**config.mk**
```make
export PLATFORM = sky130hd
export DESIGN_NAME = dmcwd_decoder
export DESIGN_NICKNAME = d
export VERILOG_FILES = /design/src/logic/dmcwd_pkg.sv /design/src/logic/dmcwd_decoder.sv
export SDC_FILE = /design/constraint.sdc
export NUM_CORES = 1
export LEC_CHECK = 0
export BUFFER_PORTS_ARGS = -buffer_cell sky130_fd_sc_hd__buf_4
export CORE_MARGIN = 2
export CORE_UTILIZATION = 52
export DETAILED_ROUTE_END_ITERATION = 8
export PLACE_DENSITY = 0.87
export SLEW_MARGIN = 20
export SYNTH_ARGS = -nofsm -noshare
export SYNTH_HDL_FRONTEND = slang
export SYNTH_SLANG_ARGS = --single-unit
```
**constraint.sdc**
```tcl
create_clock -name clock_in -period 2.6 [get_ports clock_in]
set_input_delay 0.13 -clock clock_in [delete_from_list [all_inputs] [get_ports clock_in]]
set_output_delay 0.13 -clock clock_in [all_outputs]
set_load 0.01 [all_outputs]
```
**src/logic/dmcwd_pkg.sv**
```systemverilog
package dmcwd_pkg;

    // apb register byte offsets
    localparam logic [7:0] DMCWD_CMD_OFS    = 8'h00;
    localparam logic [7:0] DMCWD_FEX_OFS    = 8'h04;
    localparam logic [7:0] DMCWD_CFG_OFS    = 8'h08;
    localparam logic [7:0] DMCWD_USED_OFS   = 8'h0c;
    localparam logic [7:0] DMCWD_STAT_OFS   = 8'h10;
    localparam logic [7:0] DMCWD_IRQS_OFS   = 8'h14;
    localparam logic [7:0] DMCWD_IRQM_OFS   = 8'h18;

    // command word bit positions
    localparam int DMCWD_B_ON    = 0;
    localparam int DMCWD_B_COAST = 1;
    localparam int DMCWD_B_ESTOP = 2;
    localparam int DMCWD_B_RUN   = 3;
    localparam int DMCWD_B_ROUT  = 4;
    localparam int DMCWD_B_RHOLD = 5;
    localparam int DMCWD_B_RIN   = 6;

    // command word reset: both stop bits and the three ramp bits (4 to 6) at 1, switch-on and run off
    localparam logic [15:0] DMCWD_CMD_RST = 16'h0076;

    // config register fields
    localparam int DMCWD_CFG_MODE = 0;
    localparam int DMCWD_CFG_OFF  = 1;
    localparam int DMCWD_CFG_EST  = 3;
    localparam int DMCWD_CFG_RUN  = 5;
    localparam int DMCWD_CFG_W    = 7;
    localparam logic [6:0] DMCWD_CFG_RST = 7'h00;

    // status word fields
    localparam int DMCWD_S_READY_TO_RUN_STATE = 0;
    localparam int DMCWD_S_READY_FOR_REFERENCE_STATE = 1;
    localparam int DMCWD_S_INHIB  = 2;
    localparam int DMCWD_S_STOP   = 3;
    localparam int DMCWD_S_STATE  = 4;

    // interrupt bits
    localparam int DMCWD_IRQ_W     = 4;
    localparam int DMCWD_I_STATE   = 0;
    localparam int DMCWD_I_COAST   = 1;
    localparam int DMCWD_I_ESTOP   = 2;
    localparam int DMCWD_I_FEXERR  = 3;

    // coast stop retard angle in degrees
    localparam logic [7:0] DMCWD_COAST_DEG = 8'h96;

    // exciter state codes
    localparam logic [2:0] DMCWD_FEX_ABSENT = 3'h0;
    localparam logic [2:0] DMCWD_FEX_GOOD   = 3'h1;

    typedef enum logic [2:0] {
        DMCWD_OFF     = 3'b000,
        DMCWD_RDY_RUN = 3'b001,
        DMCWD_RDY_REF = 3'b010,
        DMCWD_RUN_STP = 3'b011,
        DMCWD_OFF_STP = 3'b100,
        DMCWD_COAST   = 3'b101,
        DMCWD_ESTOP   = 3'b110,
        DMCWD_INHIBIT = 3'b111
    } dmcwd_state_t;

    typedef enum logic [1:0] {
        DMCWD_SM_NONE = 2'b00,
        DMCWD_SM_OFF  = 2'b01,
        DMCWD_SM_RUN  = 2'b10,
        DMCWD_SM_EST  = 2'b11
    } dmcwd_stop_src_t;

    typedef struct packed {
        dmcwd_state_t    st;
        logic [15:0]     cmd;
        logic [15:0]     used;
        logic [6:0]      cfg;
        logic [2:0]      fex_s1;
        logic [2:0]      fex_s2;
        logic [2:0]      fex_prev;
        logic            cur_s1;
        logic            cur_s2;
        logic            spd_s1;
        logic            spd_s2;
        logic [3:0]      irq_sts;
        logic [3:0]      irq_msk;
        logic [31:0]     rdata;
        logic            contactor;
        logic            fans;
        logic            fire_rel;
        logic            fire_blk;
        logic            retard;
        dmcwd_stop_src_t stop_src;
        logic [1:0]      stop_mode;
    } dmcwd_regs_t;

endpackage

```
**src/logic/dmcwd_decoder.sv**
```systemverilog
// Operation
// - the second motor exciter state reads as a code 0 to 7: absent, good, link fault, selftest fault, not ready, undercurrent, overcurrent, config error.
// - switch-on at 1 in plain switch-on mode commands ready-to-run, closes the contactors and starts exciter and fans.
// - switch-on at 1 in switch-on-with-run mode forces the ready-to-run flag of the state word to 1.
// - coast stop at 0 enters switch-on-inhibit by coasting and retards firing to 150 degrees at once.
// - during a coast stop, zero armature current blocks firing, opens contactors and stops exciter and fans.
// - coast stop wins over emergency stop and switch-on when asserted together.
// - emergency stop at 0 enters switch-on-inhibit via the emergency stop mode; at 1 nothing happens.
// - emergency stop wins over switch-on.
// - run at 1 moves to ready-for-reference, releases firing and runs at the speed reference.
// - run at 0 returns to ready-to-run via the run stop mode.
// - bit 4 at 0 forces the ramp output to zero.
// - bit 5 at 0 freezes the ramp.
// - bit 6 at 0 forces the ramp input to zero.
// - the command word and config are writable while the in-use word is read-only.
//
// The placing of the registers and the APB register port were left to the implementer.
module dmcwd_decoder
    import dmcwd_pkg::*;
(
    input  wire logic        clock_in,
    input  wire logic        nrst_in,
    input  wire logic        psel_in,
    input  wire logic        penable_in,
    input  wire logic        pwrite_in,
    input  wire logic [7:0]  paddr_in,
    input  wire logic [31:0] pwdata_in,
    output logic             pready_out,
    output logic [31:0]      prdata_out,
    output logic             pslverr_out,
    input  wire logic [2:0]  exciter_code_in,
    input  wire logic        armature_zero_in,
    input  wire logic        speed_zero_in,
    output logic             contactor_close_out,
    output logic             exciter_fans_on_out,
    output logic             firing_release_out,
    output logic             firing_block_out,
    output logic             firing_retard_out,
    output logic [7:0]       firing_angle_out,
    output logic [1:0]       stop_mode_out,
    output logic             stopping_out,
    output logic             ramp_output_clear_out,
    output logic             ramp_freeze_out,
    output logic             ramp_input_clear_out,
    output logic [15:0]      main_drive_state_word_out,
    output logic             irq_out
);

    ////////////////////////////////////////////////////////////////////////
    // state

    dmcwd_regs_t r_q;
    dmcwd_regs_t r_d;

    logic        setup;
    logic        access;
    logic        wr;
    logic        mapped;
    logic        ro_hit;
    logic        switch_on_cmd;
    logic        coast_stop_n;
    logic        emergency_stop_n;
    logic        run_cmd;
    logic        onrun_mode;
    logic        ready_to_run_state;
    logic        ready_for_reference_state;
    logic        switch_on_inhibit_state;
    logic [15:0] state_word;
    logic [3:0]  events;

    ////////////////////////////////////////////////////////////////////////
    // decode helpers

    assign setup  = psel_in && !penable_in;
    assign access = psel_in && penable_in;
    assign wr     = access && pwrite_in;

    always_comb begin
        unique case (paddr_in)
            DMCWD_CMD_OFS,
            DMCWD_CFG_OFS,
            DMCWD_IRQS_OFS,
            DMCWD_IRQM_OFS: begin
                mapped = 1'b1;
                ro_hit = 1'b0;
            end
            DMCWD_FEX_OFS,
            DMCWD_USED_OFS,
            DMCWD_STAT_OFS: begin
                mapped = 1'b1;
                ro_hit = 1'b1;
            end
            default: begin
                mapped = 1'b0;
                ro_hit = 1'b0;
            end
        endcase
    end

    // decisions use the in-use word, so one write applies atomically
    assign switch_on_cmd    = r_q.used[DMCWD_B_ON];
    assign coast_stop_n     = r_q.used[DMCWD_B_COAST];
    assign emergency_stop_n = r_q.used[DMCWD_B_ESTOP];
    assign run_cmd          = r_q.used[DMCWD_B_RUN];
    assign onrun_mode       = r_q.cfg[DMCWD_CFG_MODE];

    ////////////////////////////////////////////////////////////////////////
    // state word

    assign ready_for_reference_state = (r_q.st == DMCWD_RDY_REF);
    assign switch_on_inhibit_state   = (r_q.st == DMCWD_INHIBIT);

    always_comb begin
        ready_to_run_state = (r_q.st == DMCWD_RDY_RUN)
                          || (r_q.st == DMCWD_RDY_REF)
                          || (r_q.st == DMCWD_RUN_STP);
        if (switch_on_cmd && onrun_mode && coast_stop_n && emergency_stop_n) begin
            ready_to_run_state = 1'b1;
        end
    end

    always_comb begin
        state_word = 16'h0000;
        state_word[DMCWD_S_READY_TO_RUN_STATE] = ready_to_run_state;
        state_word[DMCWD_S_READY_FOR_REFERENCE_STATE] = ready_for_reference_state;
        state_word[DMCWD_S_INHIB]  = switch_on_inhibit_state;
        state_word[DMCWD_S_STOP]   = (r_q.stop_src != DMCWD_SM_NONE);
        state_word[DMCWD_S_STATE +: 3] = r_q.st;
    end

    ////////////////////////////////////////////////////////////////////////
    // next state

    always_comb begin
        r_d    = r_q;
        events = 4'h0;

        // pins cross in through two flops each
        r_d.fex_s1 = exciter_code_in;
        r_d.fex_s2 = r_q.fex_s1;
        r_d.cur_s1 = armature_zero_in;
        r_d.cur_s2 = r_q.cur_s1;
        r_d.spd_s1 = speed_zero_in;
        r_d.spd_s2 = r_q.spd_s1;
        // fault edge compares settled codes only, never the first flop
        r_d.fex_prev = r_q.fex_s2;

        // in-use word follows the written word one cycle later
        r_d.used = r_q.cmd;

        // command sequencing
        unique case (r_q.st)
            DMCWD_OFF,
            DMCWD_RDY_RUN,
            DMCWD_RDY_REF,
            DMCWD_RUN_STP,
            DMCWD_OFF_STP: begin
                if (!coast_stop_n) begin
                    r_d.st = DMCWD_COAST;
                end else if (!emergency_stop_n) begin
                    r_d.st = DMCWD_ESTOP;
                end else begin
                    unique case (r_q.st)
                        DMCWD_OFF: begin
                            if (switch_on_cmd) begin
                                r_d.st = DMCWD_RDY_RUN;
                            end
                        end
                        DMCWD_RDY_RUN: begin
                            if (!switch_on_cmd) begin
                                r_d.st = DMCWD_OFF_STP;
                            end else if (run_cmd) begin
                                r_d.st = DMCWD_RDY_REF;
                            end
                        end
                        DMCWD_RDY_REF: begin
                            if (!switch_on_cmd) begin
                                r_d.st = DMCWD_OFF_STP;
                            end else if (!run_cmd) begin
                                r_d.st = DMCWD_RUN_STP;
                            end
                        end
                        DMCWD_RUN_STP: begin
                            if (!switch_on_cmd) begin
                                r_d.st = DMCWD_OFF_STP;
                            end else if (run_cmd) begin
                                r_d.st = DMCWD_RDY_REF;
                            end else if (r_q.spd_s2) begin
                                r_d.st = DMCWD_RDY_RUN;
                            end
                        end
                        default: begin
                            // off stop ends at standstill
                            if (r_q.spd_s2) begin
                                r_d.st = DMCWD_OFF;
                            end
                        end
                    endcase
                end
            end
            DMCWD_COAST: begin
                if (r_q.cur_s2) begin
                    r_d.st = DMCWD_INHIBIT;
                end
            end
            DMCWD_ESTOP: begin
                if (!coast_stop_n) begin
                    r_d.st = DMCWD_COAST;
                end else if (r_q.spd_s2) begin
                    r_d.st = DMCWD_INHIBIT;
                end
            end
            DMCWD_INHIBIT: begin
                // re-arm only once switch-on was dropped and stops released
                if (!switch_on_cmd && coast_stop_n && emergency_stop_n) begin
                    r_d.st = DMCWD_OFF;
                end
            end
        endcase

        // drive outputs per next state
        r_d.contactor = 1'b0;
        r_d.fire_rel  = 1'b0;
        r_d.fire_blk  = 1'b1;
        r_d.retard    = 1'b0;
        r_d.stop_src  = DMCWD_SM_NONE;
        r_d.stop_mode = 2'b00;
        unique case (r_d.st)
            DMCWD_RDY_RUN: begin
                // switch-on-with-run defers closing until run
                r_d.contactor = !onrun_mode;
            end
            DMCWD_RDY_REF: begin
                r_d.contactor = 1'b1;
                r_d.fire_rel  = 1'b1;
                r_d.fire_blk  = 1'b0;
            end
            DMCWD_RUN_STP: begin
                r_d.contactor = 1'b1;
                r_d.fire_blk  = 1'b0;
                r_d.stop_src  = DMCWD_SM_RUN;
                r_d.stop_mode = r_q.cfg[DMCWD_CFG_RUN +: 2];
            end
            DMCWD_OFF_STP: begin
                r_d.contactor = 1'b1;
                r_d.fire_blk  = 1'b0;
                r_d.stop_src  = DMCWD_SM_OFF;
                r_d.stop_mode = r_q.cfg[DMCWD_CFG_OFF +: 2];
            end
            DMCWD_COAST: begin
                // contactors keep their last value until current has died away
                r_d.contactor = r_q.contactor;
                r_d.fire_blk  = 1'b0;
                r_d.retard    = 1'b1;
            end
            DMCWD_ESTOP: begin
                r_d.contactor = 1'b1;
                r_d.fire_blk  = 1'b0;
                r_d.stop_src  = DMCWD_SM_EST;
                r_d.stop_mode = r_q.cfg[DMCWD_CFG_EST +: 2];
            end
            default: begin
                // off and inhibit: pulses blocked, contactors open
                r_d.contactor = 1'b0;
            end
        endcase
        r_d.fans = r_d.contactor;

        // events
        events[DMCWD_I_STATE] = (r_d.st != r_q.st);
        events[DMCWD_I_COAST] = (r_d.st == DMCWD_COAST) && (r_q.st != DMCWD_COAST);
        events[DMCWD_I_ESTOP] = (r_d.st == DMCWD_ESTOP) && (r_q.st != DMCWD_ESTOP);
        events[DMCWD_I_FEXERR] = (r_q.fex_s2 != r_q.fex_prev)
                              && (r_q.fex_s2 != DMCWD_FEX_ABSENT)
                              && (r_q.fex_s2 != DMCWD_FEX_GOOD);

        // apb writes; read-only words ignore them
        if (wr) begin
            unique case (paddr_in)
                DMCWD_CMD_OFS: begin
                    r_d.cmd = pwdata_in[15:0];
                end
                DMCWD_CFG_OFS: begin
                    r_d.cfg = pwdata_in[DMCWD_CFG_W-1:0];
                end
                DMCWD_IRQM_OFS: begin
                    r_d.irq_msk = pwdata_in[DMCWD_IRQ_W-1:0];
                end
                default: begin
                end
            endcase
        end

        // sticky status: a new event beats the write-one clear
        r_d.irq_sts = r_q.irq_sts;
        if (wr && (paddr_in == DMCWD_IRQS_OFS)) begin
            r_d.irq_sts = r_q.irq_sts & ~pwdata_in[DMCWD_IRQ_W-1:0];
        end
        r_d.irq_sts = r_d.irq_sts | events;

        // read data captured in setup so access answers from a flop
        r_d.rdata = 32'h0000_0000;
        if (setup && !pwrite_in) begin
            unique case (paddr_in)
                DMCWD_CMD_OFS: begin
                    r_d.rdata[15:0] = r_q.cmd;
                end
                DMCWD_FEX_OFS: begin
                    r_d.rdata[2:0] = r_q.fex_s2;
                end
                DMCWD_CFG_OFS: begin
                    r_d.rdata[DMCWD_CFG_W-1:0] = r_q.cfg;
                end
                DMCWD_USED_OFS: begin
                    r_d.rdata[15:0] = r_q.used;
                end
                DMCWD_STAT_OFS: begin
                    r_d.rdata[15:0] = state_word;
                end
                DMCWD_IRQS_OFS: begin
                    r_d.rdata[DMCWD_IRQ_W-1:0] = r_q.irq_sts;
                end
                DMCWD_IRQM_OFS: begin
                    r_d.rdata[DMCWD_IRQ_W-1:0] = r_q.irq_msk;
                end
                default: begin
                end
            endcase
        end
    end

    ////////////////////////////////////////////////////////////////////////
    // registers

    always_ff @(posedge clock_in or negedge nrst_in) begin
        if (!nrst_in) begin
            r_q           <= '0;
            r_q.st        <= DMCWD_OFF;
            r_q.cmd       <= DMCWD_CMD_RST;
            r_q.used      <= DMCWD_CMD_RST;
            r_q.cfg       <= DMCWD_CFG_RST;
            r_q.fire_blk  <= 1'b1;
            r_q.stop_src  <= DMCWD_SM_NONE;
        end else begin
            r_q <= r_d;
        end
    end

    ////////////////////////////////////////////////////////////////////////
    // outputs

    // zero wait states; any unmapped access or a read-only write flags an error
    assign pready_out  = 1'b1;
    assign prdata_out  = r_q.rdata;
    assign pslverr_out = access && (!mapped || (pwrite_in && ro_hit));

    assign contactor_close_out = r_q.contactor;
    assign exciter_fans_on_out = r_q.fans;
    assign firing_release_out  = r_q.fire_rel;
    assign firing_block_out    = r_q.fire_blk;
    assign firing_retard_out   = r_q.retard;
    assign firing_angle_out    = r_q.retard ? DMCWD_COAST_DEG : 8'h00;
    assign stop_mode_out       = r_q.stop_mode;
    assign stopping_out        = (r_q.stop_src != DMCWD_SM_NONE);

    // ramp controls act on the word in use; low bit means act
    assign ramp_output_clear_out = !r_q.used[DMCWD_B_ROUT];
    assign ramp_freeze_out       = !r_q.used[DMCWD_B_RHOLD];
    assign ramp_input_clear_out  = !r_q.used[DMCWD_B_RIN];

    assign main_drive_state_word_out = state_word;

    assign irq_out = |(r_q.irq_sts & r_q.irq_msk);

endmodule

```
==> results.cfg <==
[run_status]
status = finished clean

[clock_network]
ctsHoldBuffers = 11
cts_tree = done
cts.sinks = 87
cts_root_buf = clkbuf_8
ctsResizeCount = 0
htreeDepth = 3
post_cts_buffers = 0
clkTransAtPathRegs_ps = 90
clk_latency_ps = 360
numCtsBuffers = 9
cts_max_path_buffers = 2

[layout]
multiInputGateArea_sq_um = 1470
regArea_sq_um = 2190
nFillCells = 599
areaGrowthSynthToFinish_pct = 15.4
most-common-layout-cells = 77 x buf_4, 76 x dfrtp_1, 30 x conb_1, 25 x mux2_2, 22 x nor2_1
fin_util = 0.617
instances_no_fill = 517
diodes = 0
final_common_cell = buf_4
drive_gt1_frac = 0.349
nNetsFinal = 460

[power]
pwr-share-clk = 0.379
p_per_area_nw_per_um2 = 533
p_int_mw = 1.91
pwr-share-comb = 0.071
p_sw_frac = 0.246
peakVddDrop_mv = 0.388
power_leakage_nw = 2.27
seqPwrFrac = 0.550
p_sw_mw = 0.621

[setup_path]
cp-end-kind = register
crit_family = simple AND/OR/NAND/NOR gates
path_cells = or4bb_1 -> o221a_2 -> nand4_1 -> xnor2_1 -> a2111o_1
path_buf_inv = 0
critical_path_class = reg2reg
start_kind = register
critPathArrivalTime_ps = 2450
crit_fanout = 9
cp_slowest_cell = dfstp_2
max_stage_delay_ps = 610
worstPathRequired_ps = 2850

[yosys]
async_flop_share = 1.00
synthFlopType = dfrtp_1
ys_seq_elements = 87
synth_edf_count = 0
avgSynthCellArea_sq_um = 11.6
synth.yosys.seq_area_share = 0.533
netlist_area_sq_um = 4110
netlist_instances = 355
synth_cell_type_count = 50
yosysWarningCount = 0

[floorplanning]
rows = 32
ioPinCount = 120
chipWidth_um = 92.9
die_area_sq_um = 8630
die_y_um = 92.9
core_sq_um = 7690
initial_utilization = 0.535

[route]
route.detailed.drc = 0
first_pass_iters = 4
ant_nets = 0
viasPerCell = 5.34
vias = 2762
drt_wl_total_um = 8520
wl_per_cell_um = 16.5
drt_iter0_markers = 232

[sta]
whs_ps = 10.9
fmaxAchievable_mhz = 454
finalClockSkew_ps = 9.40
period_share = 0.846
period_needed_ps = 2200
grt_setup_unrepaired = false
setup_viol_count_final = 0
drv_slew = 0
finalHoldViolCount = 0
max_slew_margin = 0.487
setup_tns_ps = 0
worst_pin_slew_ps = 769

[global_routing]
antenna_found_initial = 0
overflow = 0
grt_max_degree = 88
grt_pass1_wl_um = 13500
first_global_vias = 2707
grtUsageTotal = 0.204

[hold_path]
worstHoldPathType = in2reg

[placed_design]
gp_congestion = 0.840
port_buffers = 73
dp_cells = 489
dp_hpwl_um = 5900

[flow_run]
drv_cap = 0
through the flow:
step / total power, mW / worst slack, ps / instance area (sq um)
2_1_floorplan: 1.52 / 593 / 4220
3_3_place_gp: 1.57 / 457 / 4410
3_5_place_dp: 1.58 / 411 / 4410
4_1_cts: 2.54 / 408 / 4730
5_1_grt: 2.62 / 271 / 4740
6_report: 2.53 / 399 / 4740
state kept, by name, indices dropped and copies added (netlist names):
register and flops:
stop_mode_out 2, coast_stop_n 1, firing_block_out 1, main_drive_state_word_out 3, firing_retard_out 1, r_d 24
r_q 35, prdata_out 16, emergency_stop_n 1, exciter_fans_on_out 1, onrun_mode 1, firing_release_out 1
cells by family after synthesis:
family	share of synthesized area
XOR/XNOR	0.00639
flip-flops	0.533
multiplexers	0.118
buffers and inverters	0.134
AND/OR/NAND/NOR	0.108
other	0.00183
AO/OA/AOI/OAI	0.0980
area by class of cell:
| type | count | share of cell area |
|---|---|---|
| repair buffers | 90 | 0.150 |
| well taps | 102 | 0.0269 |
| clock inverters | 7 | 0.0171 |
| multi-input cells | 212 | 0.310 |
| inverters | 10 | 0.00791 |
| clock buffers | 9 | 0.0261 |
| flip-flops and latches | 87 | 0.462 |
power by group through the flow:
stage          registers (mW)  clock network [mW]  logic [mW]
2_1_floorplan            1.41                   0       0.112
6_report                 1.39               0.959       0.179
3_5_place_dp             1.42                   0       0.162
3_3_place_gp             1.41                   0       0.158
4_1_cts                  1.39               0.976       0.176
5_1_grt                  1.39                1.03       0.198
cells in the mapped netlist, types with 3 or more instances:
library cell  instances  area [sq um]
dfrtp_1              76          1900
buf_4                60           450
mux2_2               25           282
nor2_1               22          82.6
nand2_1              18          67.6
a22oi_1              13          97.6
dfstp_2              11           289
mux2i_1              10           100
clkbuf_1              9          33.8
inv_1                 9          33.8
o21ai_0               8          40.0
a21oi_1               6          30.0
nor2b_1               6          37.5
and3_1                5          31.3
nand2b_1              5          31.3
nand3_1               5          25.0
a21o_1                4          30.0
a31oi_1               4          25.0
and2_1                4          25.0
mux2_4                4          60.1
nand4_1               4          25.0
a22o_1                3          26.3
buf_2                 3          15.0
o22ai_1               3          18.8
xnor2_1               3          26.3
routing by layer:
layer	track usage	vias to the layer above	part of all wire
met3	0.0570	23	0.065
met5	0	-	0
met4	0.0858	0	0.029
li1	-	1265	-
met2	0.322	120	0.49
met1	0.267	1354	0.42
path summary, 6_finish.rpt:
path,from,end,slack (ps),cells past startpoint
setup / recovery,emergency_stop_n,r_q[45],400,5
hold / removal,pwdata_in[13],r_d[82],10,2
setup reg to reg,emergency_stop_n,r_q[45],400,5
hold reg to reg,r_d[51],r_q[51],360,0
max in group asynchronous,nrst_in,prdata_out[15],1690,2
min in group asynchronous,nrst_in,stop_mode_out[0],380,2
(Power assumes the default switching activity.)
